--- config.mk ---
export PLATFORM = sky130hd
export DESIGN_NAME = reader_irq_and_control
export DESIGN_NICKNAME = d
export VERILOG_FILES = /design/src/shared/reader_irq_pkg.sv /design/src/verilog/reader_irq_and_control.sv
export SDC_FILE = /design/constraint.sdc
export NUM_CORES = 1
export LEC_CHECK = 0
export BUFFER_PORTS_ARGS = -buffer_cell sky130_fd_sc_hd__buf_2
export CAP_MARGIN = 20
export CORE_ASPECT_RATIO = 1.25
export CORE_MARGIN = 4
export CORE_UTILIZATION = 51
export CTS_CLUSTER_SIZE = 14
export DETAILED_ROUTE_END_ITERATION = 8
export PLACE_DENSITY_LB_ADDON = 0.12
export SYNTH_ARGS = -nofsm -noshare
export SYNTH_HDL_FRONTEND = slang
export SYNTH_SLANG_ARGS = --single-unit
--- constraint.sdc ---
create_clock -name mclk -period 5.3 [get_ports mclk]
set_clock_uncertainty 0.2 [all_clocks]
set_input_delay 0.265 -clock mclk [delete_from_list [all_inputs] [get_ports mclk]]
set_output_delay 0.265 -clock mclk [all_outputs]
set_load 0.02 [all_outputs]
--- src/shared/reader_irq_pkg.sv ---
package reader_irq_pkg;

  // ----------------------------------------------------------------
  // Register offsets on the 8-bit parallel register port
  // ----------------------------------------------------------------
  localparam logic [5:0] OFS_INTERRUPT_ENABLE  = 6'h06;
  localparam logic [5:0] OFS_INTERRUPT_REQUEST = 6'h07;
  localparam logic [5:0] OFS_GENERAL_CONTROL   = 6'h09;

  // ----------------------------------------------------------------
  // Reset values
  // ----------------------------------------------------------------
  localparam logic [7:0] RST_INTERRUPT_ENABLE  = 8'h00;
  localparam logic [7:0] RST_INTERRUPT_REQUEST = 8'h00;
  localparam logic [7:0] RST_GENERAL_CONTROL   = 8'h00;
  localparam logic [7:0] RST_READ_DATA         = 8'h00;

  // ----------------------------------------------------------------
  // Interrupt register fields (shared by enable and request)
  // ----------------------------------------------------------------
  localparam int BIT_SET_CLEAR  = 7;
  localparam int BIT_RESERVED   = 6;
  localparam int BIT_TIMER      = 5;
  localparam int BIT_TRANSMIT   = 4;
  localparam int BIT_RECEIVE    = 3;
  localparam int BIT_CMD_DONE   = 2;
  localparam int BIT_NEAR_FULL  = 1;
  localparam int BIT_NEAR_EMPTY = 0;
  localparam int IRQ_SRC_COUNT  = 6;

  // ----------------------------------------------------------------
  // General control fields
  // ----------------------------------------------------------------
  localparam int BIT_STANDBY     = 5;
  localparam int BIT_DEEP_SLEEP  = 4;
  localparam int BIT_CIPHER      = 3;
  localparam int BIT_TIMER_STOP  = 2;
  localparam int BIT_TIMER_START = 1;
  localparam int BIT_QUEUE_FLUSH = 0;

  // ----------------------------------------------------------------
  // Queue geometry and command codes
  // ----------------------------------------------------------------
  localparam logic [6:0] QUEUE_DEPTH = 7'h40;
  localparam logic [5:0] CMD_IDLE    = 6'h00;

endpackage : reader_irq_pkg

--- src/verilog/reader_irq_and_control.sv ---
// Function
// - Enable write with bit 7 high sets marked bits, low clears them.
// - Timer and transmit requests reach irq only when enabled.
// - Receive request gated by enable; set on end, else low while receiving.
// - Command-done, near-full, near-empty requests reach irq when enabled.
// - Request write with bit 7 high sets marked flags, low clears.
// - Timer request set when timer counts down to zero.
// - Transmit request set when exchange, auth, nv write or checksum ends.
// - Command-done set on return to idle or unknown command, not host idle.
// - Near-full and near-empty flags latch on alert rise, clear by write.
// - Control bit 5 selects standby, clock keeps running.
// - Control bit 4 selects deep power-down, clock stopped too.
// - Control bit 3 shows cipher; only auth step two sets it.
// - Writing 1 to control bit 2 stops the timer at once.
// - Writing 1 to control bit 1 starts the timer at once.
// - Writing 1 to control bit 0 flushes the queue and overflow flag.
// - Stop, start and flush bits always read back as zero.
// - Main status bit shows any enabled request pending, same as irq.
// - Near-full is 1 when 64 minus byte count is at most threshold.
// - Near-empty is 1 when byte count is at most threshold.
module reader_irq_and_control #(
  parameter logic [5:0] IDLE_CODE = reader_irq_pkg::CMD_IDLE
) (
  input  wire logic       mclk,
  input  wire logic       rst_n,
  // Register port, already decoded into one-cycle strobes on mclk
  input  wire logic [5:0] reg_addr,
  input  wire logic [7:0] reg_wdata,
  input  wire logic       reg_wr,
  input  wire logic       reg_rd,
  output logic      [7:0] reg_rdata,
  // Event inputs from the engines
  input  wire logic       timer_zero,
  input  wire logic       exchange_tx_done,
  input  wire logic       auth_tx_done,
  input  wire logic       nv_prog_done,
  input  wire logic       checksum_done,
  input  wire logic       receive_done,
  input  wire logic       receive_active,
  input  wire logic [5:0] cmd_code,
  input  wire logic       cmd_host_write,
  input  wire logic       unknown_cmd_start,
  input  wire logic       auth_step_two_ok,
  input  wire logic [6:0] queue_byte_count,
  input  wire logic [5:0] alert_threshold,
  // Outputs to the interrupt pin and the engines
  output logic            irq,
  output logic            main_status_irq,
  output logic            fifo_near_full,
  output logic            fifo_near_empty,
  output logic            standby,
  output logic            deep_sleep,
  output logic            card_cipher_active,
  output logic            timer_stop_strobe,
  output logic            timer_start_strobe,
  output logic            queue_flush_strobe
);

  // ----------------------------------------------------------------
  // Helper functions
  // ----------------------------------------------------------------

  // Set/clear with mask: bit 7 chooses the direction, low bits the mask
  function automatic logic [5:0] apply_set_clear(
    input logic [5:0] cur,
    input logic [7:0] wd
  );
    logic [5:0] mask;
    mask = wd[5:0];
    if (wd[reader_irq_pkg::BIT_SET_CLEAR]) begin
      apply_set_clear = cur | mask;
    end else begin
      apply_set_clear = cur & ~mask;
    end
  endfunction : apply_set_clear

  // Pack six source bits into a readable byte, bits 7 and 6 read as 0
  function automatic logic [7:0] as_byte(input logic [5:0] v);
    as_byte = {2'b00, v};
  endfunction : as_byte

  // ----------------------------------------------------------------
  // Register state
  // ----------------------------------------------------------------
  logic [5:0] interrupt_enable;
  logic [5:0] interrupt_request;
  logic [5:0] next_interrupt_enable;
  logic [5:0] next_interrupt_request;
  logic       next_standby;
  logic       next_deep_sleep;
  logic       next_card_cipher_active;
  logic       alert_full_prev;
  logic       alert_empty_prev;
  logic       cmd_was_busy;
  logic [7:0] next_reg_rdata;

  // ----------------------------------------------------------------
  // Address decode
  // ----------------------------------------------------------------
  wire logic hit_enable;
  wire logic hit_request;
  wire logic hit_control;
  wire logic wr_enable;
  wire logic wr_request;
  wire logic wr_control;

  // Plain compares; other offsets belong to neighbouring blocks
  assign hit_enable  = reg_addr == reader_irq_pkg::OFS_INTERRUPT_ENABLE;
  assign hit_request = reg_addr == reader_irq_pkg::OFS_INTERRUPT_REQUEST;
  assign hit_control = reg_addr == reader_irq_pkg::OFS_GENERAL_CONTROL;
  assign wr_enable   = reg_wr & hit_enable;
  assign wr_request  = reg_wr & hit_request;
  assign wr_control  = reg_wr & hit_control;

  // ----------------------------------------------------------------
  // Queue alert levels
  // ----------------------------------------------------------------
  wire logic [6:0] queue_free;
  wire logic [6:0] threshold_wide;

  // Free space is depth minus count; count never exceeds depth
  assign queue_free     = reader_irq_pkg::QUEUE_DEPTH - queue_byte_count;
  assign threshold_wide = {1'b0, alert_threshold};
  assign fifo_near_full  = queue_free <= threshold_wide;
  assign fifo_near_empty = queue_byte_count <= threshold_wide;

  // ----------------------------------------------------------------
  // Hardware request sources
  // ----------------------------------------------------------------
  wire logic       src_timer;
  wire logic       src_transmit;
  wire logic       src_receive;
  wire logic       src_cmd_done;
  wire logic       src_near_full;
  wire logic       src_near_empty;
  wire logic       cmd_is_idle;
  wire logic [5:0] hw_set;
  wire logic [5:0] hw_clear;

  assign src_timer    = timer_zero;
  // Any of the four finishing engines raises the transmit request
  assign src_transmit = exchange_tx_done | auth_tx_done |
                        nv_prog_done | checksum_done;
  assign src_receive  = receive_done;

  // Return to idle counts only when the engine got there itself;
  // a host write of idle is masked so it never looks like completion
  assign cmd_is_idle  = cmd_code == IDLE_CODE;
  assign src_cmd_done = (cmd_was_busy & cmd_is_idle & ~cmd_host_write)
                        | unknown_cmd_start;

  // Edge, not level: the flag must stay cleared once the host clears
  // it, even though the alert level itself may still be high
  assign src_near_full  = fifo_near_full & ~alert_full_prev;
  assign src_near_empty = fifo_near_empty & ~alert_empty_prev;

  assign hw_set = {src_timer, src_transmit, src_receive,
                   src_cmd_done, src_near_full, src_near_empty};

  // Reception in progress clears the receive flag unless receive_done sets it
  assign hw_clear = {2'b00, receive_active, 3'b000};

  // ----------------------------------------------------------------
  // Next enable and request values
  // ----------------------------------------------------------------
  always_comb begin
    next_interrupt_enable = interrupt_enable;
    if (wr_enable) begin
      // Empty mask leaves the register as it was
      next_interrupt_enable =
        apply_set_clear(interrupt_enable, reg_wdata);
    end
  end

  // Host write first, then hardware clears, then hardware sets, so an
  // event in the cycle of a clearing write is never lost
  always_comb begin
    next_interrupt_request = interrupt_request;
    if (wr_request) begin
      next_interrupt_request =
        apply_set_clear(interrupt_request, reg_wdata);
    end
    next_interrupt_request = next_interrupt_request & ~hw_clear;
    next_interrupt_request = next_interrupt_request | hw_set;
  end

  // ----------------------------------------------------------------
  // Interrupt output and main status bit
  // ----------------------------------------------------------------
  wire logic [5:0] req_gated;

  // Each request passes only with its own enable bit
  assign req_gated = interrupt_request & interrupt_enable;
  assign irq             = |req_gated;
  assign main_status_irq = irq;

  // ----------------------------------------------------------------
  // General control
  // ----------------------------------------------------------------
  wire logic wr_stop;
  wire logic wr_start;
  wire logic wr_flush;

  assign wr_stop  = wr_control & reg_wdata[reader_irq_pkg::BIT_TIMER_STOP];
  assign wr_start = wr_control & reg_wdata[reader_irq_pkg::BIT_TIMER_START];
  assign wr_flush = wr_control & reg_wdata[reader_irq_pkg::BIT_QUEUE_FLUSH];

  // Strobes last only the write cycle and are never stored
  assign timer_stop_strobe  = wr_stop;
  assign timer_start_strobe = wr_start;
  assign queue_flush_strobe = wr_flush;

  // Power bits are plain read/write; the cipher bit only falls by host
  always_comb begin
    next_standby            = standby;
    next_deep_sleep         = deep_sleep;
    next_card_cipher_active = card_cipher_active;
    if (wr_control) begin
      next_standby    = reg_wdata[reader_irq_pkg::BIT_STANDBY];
      next_deep_sleep = reg_wdata[reader_irq_pkg::BIT_DEEP_SLEEP];
      // Host may switch the cipher off but never on
      next_card_cipher_active = card_cipher_active &
        reg_wdata[reader_irq_pkg::BIT_CIPHER];
    end
    // Successful second authentication wins over a clearing write
    if (auth_step_two_ok) begin
      next_card_cipher_active = 1'b1;
    end
  end

  // ----------------------------------------------------------------
  // Read data
  // ----------------------------------------------------------------
  wire logic [7:0] control_view;

  // Strobe bits and reserved bits are not stored and read as 0
  assign control_view = {2'b00, standby, deep_sleep,
                         card_cipher_active, 3'b000};

  // Unknown offsets answer 0; the host sees data one cycle after reg_rd
  always_comb begin
    next_reg_rdata = reg_rdata;
    if (reg_rd) begin
      next_reg_rdata = reader_irq_pkg::RST_READ_DATA;
      if (hit_enable) begin
        next_reg_rdata = as_byte(interrupt_enable);
      end
      if (hit_request) begin
        next_reg_rdata = as_byte(interrupt_request);
      end
      if (hit_control) begin
        next_reg_rdata = control_view;
      end
    end
  end

  // ----------------------------------------------------------------
  // Interrupt registers
  // ----------------------------------------------------------------
  always_ff @(posedge mclk) begin
    if (!rst_n) begin
      interrupt_enable  <= reader_irq_pkg::RST_INTERRUPT_ENABLE[5:0];
      interrupt_request <= reader_irq_pkg::RST_INTERRUPT_REQUEST[5:0];
    end else begin
      interrupt_enable  <= next_interrupt_enable;
      interrupt_request <= next_interrupt_request;
    end
  end

  // ----------------------------------------------------------------
  // Control register
  // ----------------------------------------------------------------
  always_ff @(posedge mclk) begin
    if (!rst_n) begin
      standby <= reader_irq_pkg::RST_GENERAL_CONTROL[
        reader_irq_pkg::BIT_STANDBY];
      deep_sleep <= reader_irq_pkg::RST_GENERAL_CONTROL[
        reader_irq_pkg::BIT_DEEP_SLEEP];
      card_cipher_active <= reader_irq_pkg::RST_GENERAL_CONTROL[
        reader_irq_pkg::BIT_CIPHER];
    end else begin
      standby            <= next_standby;
      deep_sleep         <= next_deep_sleep;
      card_cipher_active <= next_card_cipher_active;
    end
  end

  // ----------------------------------------------------------------
  // Edge history and read data
  // ----------------------------------------------------------------
  // Alert history resets high so a level already set at reset release
  // is not reported as a fresh event before it is seen to rise
  always_ff @(posedge mclk) begin
    if (!rst_n) begin
      alert_full_prev  <= 1'b1;
      alert_empty_prev <= 1'b1;
      cmd_was_busy     <= 1'b0;
      reg_rdata        <= reader_irq_pkg::RST_READ_DATA;
    end else begin
      alert_full_prev  <= fifo_near_full;
      alert_empty_prev <= fifo_near_empty;
      cmd_was_busy     <= ~cmd_is_idle;
      reg_rdata        <= next_reg_rdata;
    end
  end

endmodule : reader_irq_and_control

==> flow_summary_export.csv, run 1 <==
group,metric,value,unit
timing,setup_tns,0,ps
floorplanning,core,2945,um2
global_routing,grt_overflow,0,
placement,io_buffers,61,
global_routing,antenna_found_initial,0,
routing,routed_wl,3.764,mm
run_status,status,"completed",
cts,clockRootBuffer,"clkbuf_4",
timing,rsz0062_at_grt,"false",
routing,vias_per_cell,5.585,
setup_path,worstPathRequired,4840,ps
yosys,synth-seq-area-share,30.72,%
timing,relSlewSlack,55.57,%
yosys,yosysTopAreaCellShare,30.72,%
yosys,synthDistinctLibCells,43,
yosys,synth_common_cells,"24 x dfxtp_1, 18 x nor2_1, 12 x ha_1, 12 x mux2i_1, 12 x nand4_1",
global_routing,grtUsageTotal,18.70,%
floorplanning,dieArea,4022,um2
cts,clkLatencyLatePin,330,ps
setup_path,critPathCaptureType,"primary output",
yosys,synth_simple_gate_area_share,23.68,%
yosys,synthCells,179,
timing,max_freq,418.3,MHz
placement,gp_congestion,0.8480,
cts,post-cts-setup-buffers,0,
finish,final_net_count,301,
yosys,synth_fa_ha_area_share,9.600,%
routing,antenna_left,0,
cts,clock_path_buffers,2,
yosys,yosys.area.top_type,"dfxtp_1",
global_routing,grt_pass1_wl,6.078,mm
cts,clock_sinks,24,
floorplanning,pin_count,65,
yosys,synthMuxAreaShare,7.680,%
timing,fin_crit_sh,45.10,%
routing,firstDrtPassIters,4,
power_and_ir_drop,p_leak,0.9668,nW
floorplanning,floorplan.initialDensity,53.10,%
yosys,syn_area_per_cell,8.737,um2
yosys,synthesis.area,1564,um2
yosys,ys_ff_latch,24,
setup_path,critPathArrivalTime,1930,ps
routing,vias,1547,
floorplanning,fp-row-count,22,
yosys,async_flop_share,0,%
timing,worst_slew_pin_slew,665.7,ps
global_routing,grt_pass1_vias,1469,
floorplanning,die_x,57.53,um
yosys,synth_edf_count,0,
yosys,synthXorXnorAreaFrac,2.800,%
global_routing,grt_max_degree,21,
setup_path,crit_path_top_delay_cell,"ha_1",
yosys,ys.flop_type,"dfxtp_1",
routing,wire_per_inst,13.59,um
setup_path,path_buf_inv,3,
cts,cts.hold.buffers_added,7,
power_and_ir_drop,ir_drop,0.1770,mV
cts,cts_buffers,3,
placement,hpwl,3.055,mm
power_and_ir_drop,power_density,211.5,nW/um2
cts,htreeDepth,1,
finish,layout-drive-gt1-share,31.12,%
yosys,synthTopCellsByArea,"dfxtp_1 31%, ha_1 9.6%, mux2i_1 7.7%",
timing,finalCriticalPeriod,2390,ps
setup_path,worstSetupStartpointType,"input port",
timing,worst_hold_slack,10.77,ps
timing,finalMaxSlewViolations,0,
yosys,synth-compound-area-share,18.88,%
floorplanning,fp.dieH,69.92,um
finish,seqCellArea,480.5,um2
run,maxCapViolations,0,
yosys,synth.most_common_cell,"dfxtp_1",
yosys,synth_top_family_by_area,"simple AND/OR/NAND/NOR gates",
setup_path,cp_max_fo,3,
finish,multi_input_area,987.2,um2
timing,setup_violations,0,
finish,area_growth,26.48,%
routing,drc,0,
cts,cts.clk_slew.worst_paths,120,ps
finish,nFillCells,258,
setup_path,cpPeakStageDelay,290,ps
finish,n_antenna_cell,0,
cts,cts_tree,"yes",
setup_path,cp_cell_sequence,"buf_2 > inv_1 > ha_1 > nand2_1 > xor2_1 > ha_1 > a21o_1 > a21oi_1 > a21oi_1 > nor2_1 > buf_2",
cts,cts_resized,0,
timing,hold_violations,0,
setup_path,worstSetupPathType,"input port to primary output",
yosys,ys_warn_count,0,
hold_path,hold_path.class,"input port to flip-flop",
setup_path,critPathTopFamily,"adder cells",
routing,detail_route.iter0.violations,49,
power by group:
group	switching, mW	total [mW]	internal [mW]
clock network	0.0575	0.134	0.0766
logic	0.0503	0.0907	0.0404
registers	0.00495	0.194	0.189
total	0.113	0.418	0.306
path summary, 6_finish.rpt:
kind                            slack, ps  depth (start not counted)              endpoint                  from
worst max-delay path                 2910                         11        fifo_near_full   queue_byte_count[0]
worst min-delay path                   10                          3          cmd_was_busy           cmd_code[0]
worst max register to register       4180                          2  interrupt_request[3]  interrupt_request[3]
worst min register to register        300                          2          reg_rdata[5]  interrupt_request[5]
metrics by stage:
stage / cells / setup WS, ps / area, um2 / total power, mW / util, %
2_1_floorplan: 180 / 3162 / 1568 / 0.2486 / -
3_3_place_gp: 266 / 2930 / 1856 / 0.2797 / 63.00
3_5_place_dp: 266 / 2898 / 1856 / 0.2846 / 63.00
4_1_cts: 277 / 2891 / 1978 / 0.4189 / 67.16
5_1_grt: 277 / 2752 / 1978 / 0.4379 / 67.16
6_report: 277 / 2910 / 1978 / 0.4183 / 67.16
worst register-to-register path, cell delays in order (launching register included):
cell and delay, ps:
dfxtp_1 360, nor3b_1 140, a221o_1 330
layout make-up:
cell class | count | area share (%)
clock buffers | 3 | 1.139
clock inverters | 1 | 1.518
inverters | 10 | 1.898
multi-input cells | 135 | 49.91
flip-flops and latches | 24 | 24.29
well taps | 36 | 2.277
repair buffers | 68 | 18.98
layer usage:
layer	vias to the layer above	part of all wire, %	global-route usage [%]
met2	46	55	36.18
met1	706	38	19.80
li1	786	-	-
met5	-	0	0
met4	0	2.3	7.216
met3	9	5.5	1.848
cells in the final DEF (no fill, tap or decap), drive strengths merged, types with 4 or more instances in the layout:
master       netlist  layout
dlygate4sd3        0       7
nand2              6       6
nor2              18      18
nand4             12      12
a211oi             5       5
ha                12      12
o21ai              6       6
buf                6      61
mux2i             12      12
inv               10      10
nor3               4       4
dfxtp             24      24
a21oi              8       8
a31oi              4       4
a21o               4       4
and3               4       4
a22oi              9       9
nand3              5       5
cell families (layout without fill, tap and decap cells):
logic type	Yosys count	count (layout)
adders and majority gates	12	12
DFF	24	24
muxes	12	12
xor gates and xnor gates	5	5
other	1	2
and+or+nand+nor	64	64
AOI/OAI and AO/OA	40	40
buffers and inverters	21	82
Power figures use the tool's default switching activity.
==> run 2, diff against run 1 <==
- CORE_UTILIZATION: 51 -> 43
- clock period: 5.3 -> 2 ns (I/O delays scaled with it)
==> flow_summary_export.csv, run 2 (synthesis results as in run 1) <==
group,metric,value,unit
routing,drc,0,
run,maxCapViolations,0,
floorplanning,die_x,61.94,um
setup_path,worstSetupPathType,"input port to primary output",
placement,gp_congestion,0.7579,
setup_path,cp_cell_sequence,"buf_2 > inv_2 > ha_4 > nand2_1 > xor2_1 > ha_1 > a21o_1 > a21oi_2 > a21oi_2 > nor2_1 > buf_4",
timing,setup_ws,83.95,ps
setup_path,cp_max_fo,4,
cts,htreeDepth,1,
global_routing,grt_pass1_wl,6.044,mm
cts,cts_tree,"yes",
routing,detail_route.iter0.violations,40,
run_status,status,"finished with violations",
setup_path,critPathCaptureType,"primary output",
global_routing,grt_max_degree,19,
timing,fin_crit_sh,95.80,%
power_and_ir_drop,ir_drop,0.3561,mV
finish,layout-drive-gt1-share,34.65,%
placement,io_buffers,61,
timing,max_freq,521.9,MHz
hold_path,hold_path.startpoint,"reg_wdata[3]",
timing,finalCriticalPeriod,1916,ps
hold_path,hold_depth,4,
cts,clkLatencyLatePin,270,ps
finish,seqCellArea,480.5,um2
timing,worst_hold_slack,-2.245,ps
placement,hpwl,3.041,mm
routing,firstDrtPassIters,4,
cts,cts.clk_slew.worst_paths,80,ps
global_routing,antenna_found_initial,0,
floorplanning,floorplan.initialDensity,44.90,%
finish,n_antenna_cell,0,
setup_path,critPathArrivalTime,1620,ps
floorplanning,pin_count,65,
setup_path,r2r_end,"interrupt_request[3]",
floorplanning,fp-row-count,24,
timing,finalMaxSlewViolations,0,
setup_path,rr_startpoint,"interrupt_request[3]",
global_routing,grtUsageTotal,17.10,%
setup_path,r2r_setup_slack,370,ps
finish,final_net_count,315,
routing,vias,1578,
routing,wire_per_inst,13.65,um
setup_path,cpMostUsedCell,"a21oi_2",
finish,final_cell_mix,"60 x buf_2, 24 x dfxtp_1, 17 x nor2_1",
setup_path,reg2reg_depth,3,
setup_path,critPathTopFamily,"adder cells",
routing,vias_per_cell,5.386,
finish,area_growth,36.80,%
run_status,violations,"hold timing",
cts,cts_buffers,3,
floorplanning,fp.dieH,75.43,um
setup_path,crit_path_top_delay_cell,"ha_1",
cts,clock_path_buffers,2,
setup_path,cpPeakStageDelay,310,ps
setup_path,worstPathRequired,1700,ps
routing,routed_wl,3.998,mm
floorplanning,core,3483,um2
setup_path,worstSetupStartpointType,"input port",
power_and_ir_drop,p_leak,1.032,nW
routing,antenna_left,0,
power_and_ir_drop,power_density,498.9,nW/um2
floorplanning,dieArea,4672,um2
finish,nFillCells,345,
global_routing,grt_pass1_vias,1460,
cts,clockRootBuffer,"clkbuf_8",
placement,dp_slack,-4.918,ps
finish,layout_commonest_cell,"buf_2",
cts,clock_sinks,24,
hold_path,hold_path.class,"input port to flip-flop",
setup_path,path_buf_inv,3,
finish,multi_input_area,1026,um2
timing,setup_violations,0,
global_routing,grt_overflow,0,
timing,hold_violations,1,
[run 2: cell count changes in the layout (fill, tap and decap cells not counted), sizes merged]
cell,before,now
bufinv,1,0
dlygate4sd3,7,16
buf,61,66
[run 2: stage by stage]
stage          util (%)  cells  setup TNS [ps]  cell area, um2  power (mW)
3_5_place_dp      54.24    273          -4.918            1889      0.7582
5_1_grt           61.42    293          -8.593            2140       1.131
3_3_place_gp      54.24    273               0            1889      0.7543
2_1_floorplan         -    180               0            1568      0.6589
4_1_cts           60.20    292               0            2097       1.062
6_report          61.42    293               0            2140       1.067
[run 2: worst max-delay path by stage]
stage | startpoint | to | slack (ps) | cells after the start
3_3_place_gp | queue_byte_count[0] | fifo_near_full | 10 | 11
4_1_cts | queue_byte_count[0] | fifo_near_full | 2 | 11
2_1_floorplan | queue_byte_count[0] | fifo_near_full | 190 | 9
6_report | queue_byte_count[1] | fifo_near_full | 80 | 11
5_1_grt | queue_byte_count[1] | fifo_near_full | -9 | 11
3_5_place_dp | queue_byte_count[0] | fifo_near_full | -5 | 11
[run 2: where the power goes]
part,switching (mW),internal [mW],total [mW]
combinational,0.143,0.133,0.276
sequential,0.0141,0.499,0.513
clock,0.144,0.135,0.278
[run 2: routing by layer]
layer / part of all wire [%] / track usage, % / vias to the layer above
li1: - / - / 815
met1: 40 / 17.96 / 720
met2: 54 / 33.53 / 36
met3: 4.7 / 2.542 / 7
met4: 1.7 / 5.189 / 0
met5: 0 / 0 / -
[run 2: what timing repair did]
item,4_1_cts,5_1_grt
hold endpoints to repair,17,0
resized for setup,2,9
buffers inserted,0,1
hold buffers,16,0
setup endpoints to repair,1,2
pin swaps,0,2
gates cloned,0,0
[run 2: layout make-up]
type,instances,area share [%]
Sequential cell,24,22.46
Timing Repair Buffer,82,23.63
Multi-Input combinational cell,135,47.95
Tap cell,39,2.281
Clock buffer,3,1.930
Inverter,10,1.754
[run 2: worst min-delay path: stages]
cell and delay, ps:
buf_2 110, nand4_1 80, mux2i_1 70, nor2_1 70
==> run 3, diff against run 2 <==
- REMOVE_ABC_BUFFERS: not set -> 1
==> flow_summary_export.csv, run 3 (synthesis results as in run 1) <==
group,metric,value,unit
placement,dpl-instance-area,1882,um2
timing,finalMaxSlewViolations,0,
cts,clkLatencyLatePin,270,ps
timing,hold_violations,1,
global_routing,grtUsageTotal,18.23,%
run_status,status,"finished with violations",
floorplanning,core,3483,um2
power_and_ir_drop,p_total,1.128,mW
routing,routed-wl-met2,2.245,mm
finish,fin_util,62.07,%
timing,max_freq,526.7,MHz
power_and_ir_drop,combPwrFrac,24.7,%
cts,cts_buffers,3,
finish,final_cell_mix,"58 x buf_2, 24 x dfxtp_1, 17 x nor2_1, 17 x dlygate4sd3_1",
routing,vias,1603,
setup_path,cp_max_fo,3,
global_routing,grt_overflow,0,
power_and_ir_drop,power_density,521.6,nW/um2
routing,antenna_left,0,
cts,cts_tree,"yes",
routing,vias_per_cell,5.452,
placement,hpwl,3.134,mm
hold_path,hold_path.class,"input port to flip-flop",
setup_path,worstSetupPathType,"input port to primary output",
power_and_ir_drop,p_clk_share,29.9,%
routing,wl_met3,212,um
setup_path,worstPathRequired,1700,ps
cts,htreeDepth,1,
global_routing,antenna_found_initial,0,
finish,seqCellArea,480.5,um2
routing,highest_layer,"met4",
cts,clockRootBuffer,"clkbuf_8",
finish,layout_commonest_cell,"buf_2",
placement,gp_congestion,0.7924,
global_routing,grt_pass1_vias,1502,
run,maxCapViolations,0,
power_and_ir_drop,p_sw,0.3183,mW
floorplanning,fp.dieH,75.43,um
power_and_ir_drop,power.share.switching,28.22,%
global_routing,grt_max_degree,17,
cts,clock_path_buffers,2,
routing,routed_wl,4.107,mm
routing,drc,0,
floorplanning,pin_count,65,
finish,nFillCells,340,
cts,cts.clk_slew.worst_paths,80,ps
setup_path,critPathCaptureType,"primary output",
power_and_ir_drop,p_int,0.8095,mW
finish,layout-drive-gt1-share,34.51,%
power_and_ir_drop,ir_drop,0.3987,mV
global_routing,grt_pass1_wl,6.444,mm
finish,final_net_count,315,
setup_path,critPathArrivalTime,1600,ps
timing,worst_hold_slack,-2.802,ps
power_and_ir_drop,p_leak,1.039,nW
timing,setup_violations,0,
floorplanning,floorplan.initialDensity,44.90,%
run_status,violations,"hold timing",
timing,fin_crit_sh,94.93,%
timing,finalCriticalPeriod,1899,ps
finish,multi_input_area,1022,um2
power_and_ir_drop,pwr-share-seq,45.4,%
setup_path,worstSetupStartpointType,"input port",
floorplanning,fp-row-count,24,
placement,io_buffers,61,
finish,final_area,2162,um2
floorplanning,dieArea,4672,um2
finish,area_growth,38.24,%
routing,wl_met1,1.567,mm
cts,clock_sinks,24,
routing,firstDrtPassIters,4,
finish,n_antenna_cell,0,
routing,detail_route.iter0.violations,52,
routing,wire_per_inst,13.97,um
floorplanning,die_x,61.94,um
## run 3: worst paths after layout
kind / startpoint / end / slack (ps) / depth (start not counted)
worst max-delay path: queue_byte_count[0] / fifo_near_full / 100 / 10
worst min-delay path: cmd_host_write / interrupt_request[2] / -3 / 4
worst min register to register: alert_full_prev / interrupt_request[1] / 300 / 2
worst max register to register: interrupt_request[3] / interrupt_request[3] / 360 / 3
## run 3: layout make-up
type	count	share of cell area (%)
multi-input cells	135	47.28
flip-flops and latches	24	22.22
inverters	10	1.968
well taps	39	2.257
repair buffers	82	23.73
clock buffers	4	2.546
## run 3: power groups by stage
stage / registers [mW] / clock network [mW] / logic [mW]
floorplan: 0.530 / 0 / 0.117
finish: 0.512 / 0.337 / 0.278
global placement: 0.523 / 0 / 0.231
CTS: 0.512 / 0.341 / 0.263
detailed placement: 0.524 / 0 / 0.233
global route: 0.515 / 0.353 / 0.311
## run 3: metrics by stage
step | setup slack, ps | TNS (ps) | cells | hold WS (ps)
after floorplan | 192.1 | 0 | 169 | -23.77
after global placement | -1.464 | -1.464 | 272 | 135.4
after CTS | 10.51 | 0 | 293 | 0.4563
after detailed placement | -20.01 | -20.01 | 272 | 131.9
after global routing | -22.06 | -22.06 | 294 | 35.35
final | 101.4 | 0 | 294 | -2.802
## run 3: per-layer routing
layer / vias up / global-route usage (%)
met5: - / 0
met4: 0 / 6.840
met3: 7 / 1.525
met2: 43 / 35.14
met1: 737 / 19.81
li1: 816 / -
## run 3: repair_timing
action | in CTS | in global routing
setup buffers | 0 | 1
pin swaps | 0 | 6
setup endpoints to repair | 1 | 1
hold buffers | 17 | 0
resized for setup | 3 | 12
hold endpoints to repair | 19 | 0
## run 3: worst max-delay path, cell delays in order
cell	delay (ps)
buf_4	130
nor3_2	170
nand2_1	80
xor2_1	150
ha_1	320
nand3_2	90
a21o_1	170
a21oi_2	180
nor2_1	60
buf_4	160
